**src/rtl/fpsq_map.svh**
```systemverilog
// Purpose: Named constants of the square-root latency_setting
// Assumes: Included by bare name wherever a constant is needed
// Notes:   Definitions only, no logic
`ifndef FPSQ_MAP_SVH
`define FPSQ_MAP_SVH

// Default operand format
`define FPSQ_EXP_W_DEF     8
`define FPSQ_MAN_W_DEF     23

// Latency derivation: long = man + pad, short = (man + pad) / 2 + add
`define FPSQ_LAT_PAD       5
`define FPSQ_LAT_SHORT_ADD 2

// Output buffer entries
`define FPSQ_BUF_DEPTH     2

// Flag bit positions above the result in the buffered word
`define FPSQ_FLG_INV       0
`define FPSQ_FLG_ZERO      1
`define FPSQ_FLG_OVF       2
`define FPSQ_FLG_W         3

`endif

```
**src/rtl/fpsq_pkg.sv**
```systemverilog
// Purpose: Types shared by the square-root latency_setting files
// Assumes: Nothing is imported; users write fpsq_pkg::name
// Notes:   Constants live in fpsq_map.svh
package fpsq_pkg;

  // Operand class decided in the first stage
  typedef enum logic [1:0] {
    FPSQ_K_NORM = 2'h0,
    FPSQ_K_ZERO = 2'h1,
    FPSQ_K_INF  = 2'h3,
    FPSQ_K_INV  = 2'h2
  } fpsq_kind_t;

  // Latency setting choice
  typedef enum logic {
    FPSQ_LAT_LONG  = 1'h0,
    FPSQ_LAT_SHORT = 1'h1
  } fpsq_lat_t;

endpackage

```
**src/rtl/fpsq_stream_if.sv**
```systemverilog
// Purpose: Valid/ready word carrier between latency_setting and buffer
// Assumes: Source and sink share one clock
// Notes:   Data is meaningful only while valid is high
`timescale 1ns/1ps
interface fpsq_stream_if #(
  parameter int W = 32
);
  logic         valid;
  logic         ready;
  logic [W-1:0] data;

  modport src (output valid, output data, input ready);
  modport snk (input valid, input data, output ready);
endinterface

```
**src/rtl/fpsq_pair_buf.sv**
```systemverilog
// Purpose: Small FIFO holding finished results for the user side
// Assumes: DEPTH is a power of two; i_en freezes both ends
// Notes:   Ready is plain not-full, so the filling side sees stalls
`timescale 1ns/1ps
module fpsq_pair_buf #(
  parameter int W     = 32,
  parameter int DEPTH = 2
) (
  input  wire logic   i_sys_clk, // System clock
  input  wire logic   i_arst_n,  // Async reset, active low
  input  wire logic   i_en,      // Clock enable for push and pop
  fpsq_stream_if.snk  wr,        // Filling side
  fpsq_stream_if.src  rd         // Draining side
);
  localparam int PW = (DEPTH > 1) ? $clog2(DEPTH) : 1;
  localparam int CW = $clog2(DEPTH + 1);

  logic [W-1:0]  mem_ff [DEPTH];
  logic [PW-1:0] wr_ff;
  logic [PW-1:0] rd_ff;
  logic [CW-1:0] cnt_ff;
  logic          push;
  logic          pop;

  // Handshakes; nothing moves while the enable is low
  assign wr.ready = (cnt_ff != CW'(DEPTH));
  assign rd.valid = (cnt_ff != '0);
  assign rd.data  = mem_ff[rd_ff];
  assign push     = i_en & wr.valid & wr.ready;
  assign pop      = i_en & rd.valid & rd.ready;

  // Storage written only on an accepted push
  always_ff @(posedge i_sys_clk) begin
    if (push) begin
      mem_ff[wr_ff] <= wr.data;
    end
  end

  // Pointers wrap naturally at a power-of-two depth
  always_ff @(posedge i_sys_clk or negedge i_arst_n) begin
    if (!i_arst_n) begin
      wr_ff <= '0;
      rd_ff <= '0;
    end else begin
      if (push) begin
        wr_ff <= wr_ff + 1'b1;
      end
      if (pop) begin
        rd_ff <= rd_ff + 1'b1;
      end
    end
  end

  // Occupancy; push and pop together leave it unchanged
  always_ff @(posedge i_sys_clk or negedge i_arst_n) begin
    if (!i_arst_n) begin
      cnt_ff <= '0;
    end else if (push && !pop) begin
      cnt_ff <= cnt_ff + 1'b1;
    end else if (pop && !push) begin
      cnt_ff <= cnt_ff - 1'b1;
    end
  end
endmodule

```
**src/rtl/fpsq_sqrt.sv**
```systemverilog
// Purpose: Fully pipelined floating-point square root
// Assumes: Operand and result packed sign, exponent, mantissa
// Notes:   Digit-by-digit root spread over the middle stages
//
// Overview of operation
// - Fixed latency: mantissa plus five, or shorter
// - Round to nearest only
// - Clock enable low freezes everything
// - Clear resets whole latency_setting asynchronously except buffer storage
// - Sign MSB, exponent next, mantissa LSBs
// - Overflow when result exponent all ones, unless invalid
// - Zero flag when result equals zero
// - Negative nonzero normal or NaN operand: invalid, all ones
// - Zero/denormal give zero; positive normal normal
// - +Inf gives Inf; -Inf gives invalid
// - Bias is two to (exp-1) minus one
// - Single 16/28, double 30/57 clocks
`timescale 1ns/1ps
`include "fpsq_map.svh"
module fpsq_sqrt #(
  parameter int                  EXP_W   = `FPSQ_EXP_W_DEF,
  parameter int                  MAN_W   = `FPSQ_MAN_W_DEF,
  parameter fpsq_pkg::fpsq_lat_t LAT_SEL = fpsq_pkg::FPSQ_LAT_LONG
) (
  input  wire logic                     i_sys_clk,   // 50 MHz clock
  input  wire logic                     i_arst_n,    // Clear, active low
  input  wire logic                     i_clk_en,    // Stall when low
  input  wire logic                     i_in_valid,  // Operand present
  output logic                          o_in_ready,  // Operand taken
  input  wire logic [EXP_W+MAN_W:0]     i_operand,   // Packed operand
  output logic                          o_out_valid, // Result present
  input  wire logic                     i_out_ready, // User takes result
  output logic [EXP_W+MAN_W:0]          o_result,    // Packed root
  output logic                          o_overflow,  // Exponent all ones
  output logic                          o_zero,      // Result is zero
  output logic                          o_invalid    // Invalid operation
);
  // Format and timing derived from the widths
  localparam int W    = 1 + EXP_W + MAN_W;
  localparam int R    = MAN_W + 2;         // Root bits incl. round bit
  localparam int LAT  = (LAT_SEL == fpsq_pkg::FPSQ_LAT_LONG) ?
                        MAN_W + `FPSQ_LAT_PAD :
                        (MAN_W + `FPSQ_LAT_PAD) / 2 + `FPSQ_LAT_SHORT_ADD;
  localparam int NC   = LAT - 2;           // Iteration stages
  localparam int K    = (R + NC - 1) / NC; // Iterations per stage
  localparam int RMW  = R + 2;             // Partial remainder width
  localparam int SW   = RMW + R + 2 * R;   // Iteration state width
  localparam int BIAS = 2 ** (EXP_W - 1) - 1;
  localparam int DW   = W + `FPSQ_FLG_W;

  // One group of root iterations; base skips the ones beyond R
  function automatic logic [SW-1:0] sq_step(input logic [SW-1:0] s,
                                            input int base);
    logic [RMW-1:0] rem;
    logic [R-1:0]   root;
    logic [2*R-1:0] x;
    logic [RMW-1:0] trial;
    {rem, root, x} = s;
    trial = '0;
    for (int k = 0; k < K; k++) begin
      if (base + k < R) begin
        rem   = {rem[RMW-3:0], x[2*R-1 -: 2]};
        x     = {x[2*R-3:0], 2'h0};
        trial = {root, 2'h1};
        if (rem >= trial) begin
          rem  = rem - trial;
          root = {root[R-2:0], 1'h1};
        end else begin
          root = {root[R-2:0], 1'h0};
        end
      end
    end
    return {rem, root, x};
  endfunction

  // Field split of the incoming word
  logic                 op_sgn;
  logic [EXP_W-1:0]     op_exp;
  logic [MAN_W-1:0]     op_man;
  logic [EXP_W:0]       exp_sum;
  logic [R-1:0]         rad;
  fpsq_pkg::fpsq_kind_t op_kind;

  assign op_sgn  = i_operand[W-1];
  assign op_exp  = i_operand[W-2 -: EXP_W];
  assign op_man  = i_operand[MAN_W-1:0];
  // Halved unbiased exponent re-biased: (e + bias) / 2
  assign exp_sum = {1'b0, op_exp} + (EXP_W+1)'(BIAS);
  // Even biased exponent means odd true exponent: double the radicand
  assign rad     = op_exp[0] ? {2'h1, op_man} : {1'h1, op_man, 1'h0};

  // Classification of special operands
  always_comb begin
    if (op_exp == '0) begin
      op_kind = fpsq_pkg::FPSQ_K_ZERO;
    end else if (&op_exp) begin
      if (op_man != '0 || op_sgn) begin
        op_kind = fpsq_pkg::FPSQ_K_INV;
      end else begin
        op_kind = fpsq_pkg::FPSQ_K_INF;
      end
    end else if (op_sgn) begin
      op_kind = fpsq_pkg::FPSQ_K_INV;
    end else begin
      op_kind = fpsq_pkg::FPSQ_K_NORM;
    end
  end

  // Latency_setting state, index 0 is the unpack stage
  logic                 vld_ff  [NC+1];
  fpsq_pkg::fpsq_kind_t kind_ff [NC+1];
  logic [EXP_W-1:0]     exp_ff  [NC+1];
  logic [SW-1:0]        st_ff   [NC+1];
  logic                 adv;
  logic                 buf_ready;

  // Advance on enable unless a finished word cannot be stored
  assign adv        = i_clk_en & (buf_ready | ~vld_ff[NC]);
  assign o_in_ready = adv;

  // Unpack stage
  always_ff @(posedge i_sys_clk or negedge i_arst_n) begin
    if (!i_arst_n) begin
      vld_ff[0]  <= 1'b0;
      kind_ff[0] <= fpsq_pkg::FPSQ_K_ZERO;
      exp_ff[0]  <= '0;
      st_ff[0]   <= '0;
    end else if (adv) begin
      vld_ff[0]  <= i_in_valid;
      kind_ff[0] <= op_kind;
      exp_ff[0]  <= exp_sum[EXP_W:1];
      st_ff[0]   <= {{RMW{1'b0}}, {R{1'b0}}, rad, {R{1'b0}}};
    end
  end

  // Iteration stages; each word travels alone, so results never mix
  for (genvar j = 1; j <= NC; j++) begin : g_stage
    always_ff @(posedge i_sys_clk or negedge i_arst_n) begin
      if (!i_arst_n) begin
        vld_ff[j]  <= 1'b0;
        kind_ff[j] <= fpsq_pkg::FPSQ_K_ZERO;
        exp_ff[j]  <= '0;
        st_ff[j]   <= '0;
      end else if (adv) begin
        vld_ff[j]  <= vld_ff[j-1];
        kind_ff[j] <= kind_ff[j-1];
        exp_ff[j]  <= exp_ff[j-1];
        st_ff[j]   <= sq_step(st_ff[j-1], K * (j - 1));
      end
    end
  end

  // Rounding of the finished root
  logic [RMW-1:0]   fin_rem;
  logic [R-1:0]     fin_root;
  logic [2*R-1:0]   fin_x;
  logic             rnd_up;
  logic [MAN_W:0]   man_rnd;
  logic [EXP_W-1:0] exp_rnd;
  logic [W-1:0]     res;
  logic             res_ovf;
  logic [DW-1:0]    res_word;

  assign {fin_rem, fin_root, fin_x} = st_ff[NC];
  // Nearest, ties to even; an exact tie cannot occur with zero remainder
  assign rnd_up  = fin_root[0] & ((fin_rem != '0) | fin_root[1]);
  assign man_rnd = {1'b0, fin_root[R-2:1]} + (MAN_W+1)'(rnd_up);
  // Carry out of the mantissa means the root rounded up to 2.0
  assign exp_rnd = exp_ff[NC] + EXP_W'(man_rnd[MAN_W]);

  // Result selection by operand class
  always_comb begin
    unique case (kind_ff[NC])
      fpsq_pkg::FPSQ_K_NORM: res = {1'b0, exp_rnd, man_rnd[MAN_W-1:0]};
      fpsq_pkg::FPSQ_K_ZERO: res = '0;
      fpsq_pkg::FPSQ_K_INF:  res = {1'b0, {EXP_W{1'b1}},
                                    {MAN_W{1'b0}}};
      fpsq_pkg::FPSQ_K_INV:  res = '1;
    endcase
  end

  // Flags judged on the value actually delivered
  assign res_ovf  = (kind_ff[NC] != fpsq_pkg::FPSQ_K_INV) &
                    (&res[W-2 -: EXP_W]);
  always_comb begin
    res_word = {{`FPSQ_FLG_W{1'b0}}, res};
    res_word[W+`FPSQ_FLG_OVF]  = res_ovf;
    res_word[W+`FPSQ_FLG_ZERO] = (res == '0);
    res_word[W+`FPSQ_FLG_INV]  = (kind_ff[NC] ==
                                  fpsq_pkg::FPSQ_K_INV);
  end

  // Output buffer: absorbs a stalled user without losing a result
  fpsq_stream_if #(.W(DW)) fill_if ();
  fpsq_stream_if #(.W(DW)) drain_if ();

  assign fill_if.valid  = vld_ff[NC];
  assign fill_if.data   = res_word;
  assign buf_ready      = fill_if.ready;
  assign drain_if.ready = i_out_ready;

  fpsq_pair_buf #(
    .W     (DW),
    .DEPTH (`FPSQ_BUF_DEPTH)
  ) u_out_buf (
    .i_sys_clk (i_sys_clk),
    .i_arst_n  (i_arst_n),
    .i_en      (i_clk_en),
    .wr        (fill_if),
    .rd        (drain_if)
  );

  // Outputs straight from buffer storage; valid masks warm-up words
  assign o_out_valid = drain_if.valid;
  assign o_result    = drain_if.data[W-1:0];
  assign o_overflow  = drain_if.data[W+`FPSQ_FLG_OVF];
  assign o_zero      = drain_if.data[W+`FPSQ_FLG_ZERO];
  assign o_invalid   = drain_if.data[W+`FPSQ_FLG_INV];
endmodule

```
**config.mk**
```make
export PLATFORM = sky130hd
export DESIGN_NAME = fpsq_sqrt
export DESIGN_NICKNAME = d
export VERILOG_FILES = /design/src/rtl/fpsq_pkg.sv /design/src/rtl/fpsq_stream_if.sv /design/src/rtl/fpsq_pair_buf.sv /design/src/rtl/fpsq_sqrt.sv
export VERILOG_INCLUDE_DIRS = /design/src /design/src/rtl
export SDC_FILE = /design/constraint.sdc
export NUM_CORES = 2
export LEC_CHECK = 0
export ABC_AREA = 1
export BUFFER_PORTS_ARGS = -buffer_cell sky130_fd_sc_hd__buf_2
export CAP_MARGIN = 10
export CORE_ASPECT_RATIO = 0.9
export CORE_MARGIN = 2
export CORE_UTILIZATION = 25
export CTS_CLUSTER_DIAMETER = 200
export CTS_CLUSTER_SIZE = 40
export DETAILED_ROUTE_END_ITERATION = 10
export GPL_ROUTABILITY_DRIVEN = 0
export GPL_TIMING_DRIVEN = 0
export HOLD_SLACK_MARGIN = 0.1
export SLEW_MARGIN = 20
export SYNTH_ARGS = -nofsm -noshare
export SYNTH_HDL_FRONTEND = slang
export SYNTH_SLANG_ARGS = --single-unit
```
**constraint.sdc**
```tcl
create_clock -name i_sys_clk -period 2.9 [get_ports i_sys_clk]
set_input_delay 0.58 -clock i_sys_clk [delete_from_list [all_inputs] [get_ports i_sys_clk]]
set_output_delay 0.58 -clock i_sys_clk [all_outputs]
set_load 0.05 [all_outputs]
```
==> results.tsv <==
stage	metric	value	unit
floorplan	die_h	550	um
synthesis	register_bit_total_from_synthesis	1431	
sta	final.period_utilization	0.989	
synthesis	number_of_enable_flip_flop_cells_after_synthesis	68	
sta	top_achievable_clock_speed	0.349	GHz
synthesis	syn_avg_cell_area	7.42	sq um
global_route	first_global_vias	70200	
sta	grt_setup_unrepaired	yes	
synthesis	yosys_warnings	0	
global_route	grt_remaining_overflow	0	
clocking	clk_latency	0.77	ns
route	routed_wirelength	260000	um
setup_path	crit-reg2reg-capture	u_out_buf.mem_ff[0][33]	
sta	worst_pin_slew	1.05	ns
setup_path	critPathCaptureType	flip-flop	
sta	finalHoldWorstSlack	-0.183	ns
power_and_ir_drop	total_power	118000	uW
power_and_ir_drop	internal_power	56300	uW
setup_path	critical_path_data_arrival_time	3.45	ns
clocking	tritoncts.num_buffers	41	
floorplan	floorplan.core_area	0.330	sq mm
setup_path	worst_r2r_startpoint	fin_rem[1]	
setup_path	critical_path_cell_by_cell	nand2_2 -> nor2_4 -> nand3_4 -> inv_2 -> nand2_2 -> nor2_2 -> nand2_2 -> nor3_4 -> ha_2 -> ha_4 -> nand3_4 -> nor2_1 -> nand2_1 -> xor2_1 -> nand2_1 -> nand4_1 -> nor2_2 -> nand3_2 -> nor2_4	
job	timing.max_cap.violations	0	
setup_path	timing.critical_path.fanout_max	3	
floorplan	chipWidth	611	um
sta	final-setup-viol-count	0	
sta	tns	0	ns
setup_path	max_stage_delay	0.41	ns
setup_path	startpoint_type	flip-flop	
power_and_ir_drop	pwr_density_cell	1300	mW/mm^2
route	dr.pass1.iters	7	
setup_path	rr_worst_depth	19	
layout	ff_latch_area	0.0362	sq mm
synthesis	syn_nets	11500	
clocking	cts.reportedPaths.clkPinSlew	0.18	ns
setup_path	worst-endpoint-required	3.48	ns
setup_path	cpMostUsedCell	sky130_fd_sc_hd__nand2_2	
synthesis	yosys.area.top_type_share	0.404	
clocking	cts-htree-levels	2	
clocking	clk_root_buffer_cell	sky130_fd_sc_hd__clkbuf_16	
setup_path	critical-path-top-delay-family	simple AND/OR/NAND/NOR gates	
power_and_ir_drop	max-vdd-ir-drop	0.000554	V
power_and_ir_drop	fraction_of_power_spent_switching_nets	0.524	
clocking	tritoncts_clock_tree	done	
synthesis	ys_top_cells_by_area	sky130_fd_sc_hd__dfrtp_1, sky130_fd_sc_hd__nand2_1, sky130_fd_sc_hd__o21ai_0	
route	initialDrtViolationCount	7680	
synthesis	async_flop_share	0.952	
outcome	violated_checks	negative hold slack	
synthesis	ys_seq_area_frac	0.437	
route	drt-wirelength-per-cell	16.6	um
setup_path	cp.buffers_inverters	1	
layout	finish.net_count	11700	
clocking	clk_path_buf_depth	3	
power_and_ir_drop	power.sequential.fraction	0.303	
route	drc	0	
clocking	clock-sinks	1431	
setup_path	setup.reg_to_reg.worst_slack	0.03	ns
global_route	global_route_total_usage_across_every_layer	0.151	
sta	fin_clk_skew	0.0566	ns
route	via_per_inst	4.74	
sta	report.final.hold_viol_count	193	
global_route	grt_max_degree	136	
global_route	grt_first_pass_wirelength	408000	um
route	route.antenna.remaining_nets	0	
sta	layout_min_cycle_time	2.87	ns
floorplan	design.portCount	74	
global_route	antenna_found_initial	9	
synthesis	synth_cell_type_count	63	
power_and_ir_drop	combinationalPowerShare	0.621	
outcome	run_status	finished with violations	
power_and_ir_drop	power.static_leakage	0.0432	uW
floorplan	rows	200	
floorplan	start_util	0.251	
layout	final_layout_size_suffix_gt1_frac	0.0493	
sta	relSlewSlack	0.299	
layout	multiInputGateArea	0.0397	sq mm
synthesis	netlist_instances	11200	
placement	port_buffers	73	
layout	final_core_utilization	0.276	
layout	antenna-diode-count	0	
layout	area_delta_synth_final	9.98	%
worst_hold_path	worst_hold_path_class	in2async	
placement	hpwlAfterDp	201000	um
layout	number_of_fill_cells	35900	
synthesis	synth_area	0.0828	sq mm
synthesis	synth.largest_area_cell	sky130_fd_sc_hd__dfrtp_1	
floorplan	fp.dieArea	0.336	sq mm
sta	slew_viol_final	0	
route	route.vias.total	74400	
synthesis	synth_top_flop_cell	sky130_fd_sc_hd__dfrtp_1	
power_and_ir_drop	switchingPower	61900	uW
power_and_ir_drop	clkPwrFrac	0.077	
clocking	ctsHoldBuffers	21	
setup_path	worst-setup-path-type	reg2reg	
setup_path	critical-path-slowest-cell	sky130_fd_sc_hd__dfrtp_1	
-- power groups by stage --
stage	clock [uW]	sequential (uW)	combinational, uW
after detailed placement	0	36000	71200
after CTS	9340	35600	71900
after global placement	0	36100	70700
after floorplan	0	33600	53000
final	9070	35800	73400
after global routing	9960	36800	82700
-- synth_stat cells, types with 22 or more instances --
master / number
sky130_fd_sc_hd__a21oi_1: 381
sky130_fd_sc_hd__a31oi_1: 22
sky130_fd_sc_hd__a21o_1: 26
sky130_fd_sc_hd__clkbuf_1: 187
sky130_fd_sc_hd__o211ai_1: 47
sky130_fd_sc_hd__nand3b_1: 48
sky130_fd_sc_hd__nor3_1: 82
sky130_fd_sc_hd__o21a_1: 22
sky130_fd_sc_hd__nand3_1: 830
sky130_fd_sc_hd__buf_2: 137
sky130_fd_sc_hd__o21ai_0: 1244
sky130_fd_sc_hd__inv_1: 1395
sky130_fd_sc_hd__o21bai_1: 23
sky130_fd_sc_hd__ha_1: 321
sky130_fd_sc_hd__edfxtp_1: 68
sky130_fd_sc_hd__dfrtp_1: 1336
sky130_fd_sc_hd__nand4_1: 186
sky130_fd_sc_hd__o21ai_1: 109
sky130_fd_sc_hd__dfstp_2: 27
sky130_fd_sc_hd__buf_6: 26
sky130_fd_sc_hd__xnor2_1: 108
sky130_fd_sc_hd__nor2_1: 809
sky130_fd_sc_hd__buf_1: 24
sky130_fd_sc_hd__xor2_1: 149
sky130_fd_sc_hd__nand2_1: 3302
-- registers in the layout, summed over array words and instances, names as in the netlist --
register,cells
u_out_buf.rd_ff,1
u_out_buf.wr_ff,1
vld_ff,26
exp_ff,216
kind_ff,54
fin_root,23
st_ff,1038
u_out_buf.cnt_ff,2
u_out_buf.mem_ff,68
fin_rem,1
fill_if.valid,1
-- worst max path at each step --
stage,startpoint,to,depth (start not counted)
6_report,fin_rem[1],u_out_buf.mem_ff[0][33],19
5_1_grt,fin_root[4],u_out_buf.mem_ff[0][33],19
4_1_cts,u_out_buf.cnt_ff[0],o_in_ready,8
3_5_place_dp,i_arst_n,st_ff[1731],6
3_3_place_gp,i_arst_n,st_ff[1725],1
2_1_floorplan,i_clk_en,u_out_buf.mem_ff[1][0],4
-- layout make-up --
type,instances,area share
sequential,1431,0.398
tap,4343,0.0597
clock buffer,60,0.0123
inverter,1411,0.0583
multi-input combinational,7921,0.436
buffer,389,0.0218
clock inverter,2,0.000302
timing repair buffer,141,0.0146
-- placed cells by master (no fill, tap or decap), drive strengths merged, types with 108 or more instances in the layout --
cell type and count:
a21oi 393, buf 320, clkbuf 249, dfrtp 1336, ha 321, inv 1408
nand2 3322, nand3 849, nand4 188, nor2 825, o21ai 1362, xnor2 108
xor2 149
-- per-layer routing --
metal / up-vias / part of all wire / track usage
li1: 36300 / - / -
met1: 35700 / 0.49 / 0.227
met2: 2155 / 0.43 / 0.232
met3: 263 / 0.061 / 0.0158
met4: 2 / 0.020 / 0.0275
met5: - / 0.000050 / 0
-- cells by family (layout without fill, tap and decap cells) --
group | after synthesis | count (layout) | share of synthesized area
simple gates | 5391 | 5391 | 0.273
compound gates | 1939 | 1939 | 0.124
buf+inv | 1802 | 2003 | 0.0869
flops | 1431 | 1431 | 0.437
fa+ha+maj | 334 | 334 | 0.0517
xor+xnor | 257 | 257 | 0.0272
-- timing repair --
item / in CTS / in global routing
endpoints found under the setup margin: 367 / 175
setup buffers: 17 / 14
gates resized for setup: 60 / 52
hold endpoints to repair: 92 / 193
gates cloned: 1 / 0
pin swaps: 9 / 17
-- stage by stage --
step | hold slack, ns | instance area (sq um) | std cells | worst slack [ns]
CTS | -0.157 | 90800 | 15700 | -0.0811
floorplan | 0.284 | 82800 | 11200 | 0.152
global route | -0.145 | 91000 | 15700 | -0.113
detailed placement | 0.456 | 89000 | 15600 | -0.847
finish | -0.183 | 91000 | 15700 | 0.0326
global placement | 0.457 | 88600 | 15600 | -29.82
(Power assumes the default switching activity.)
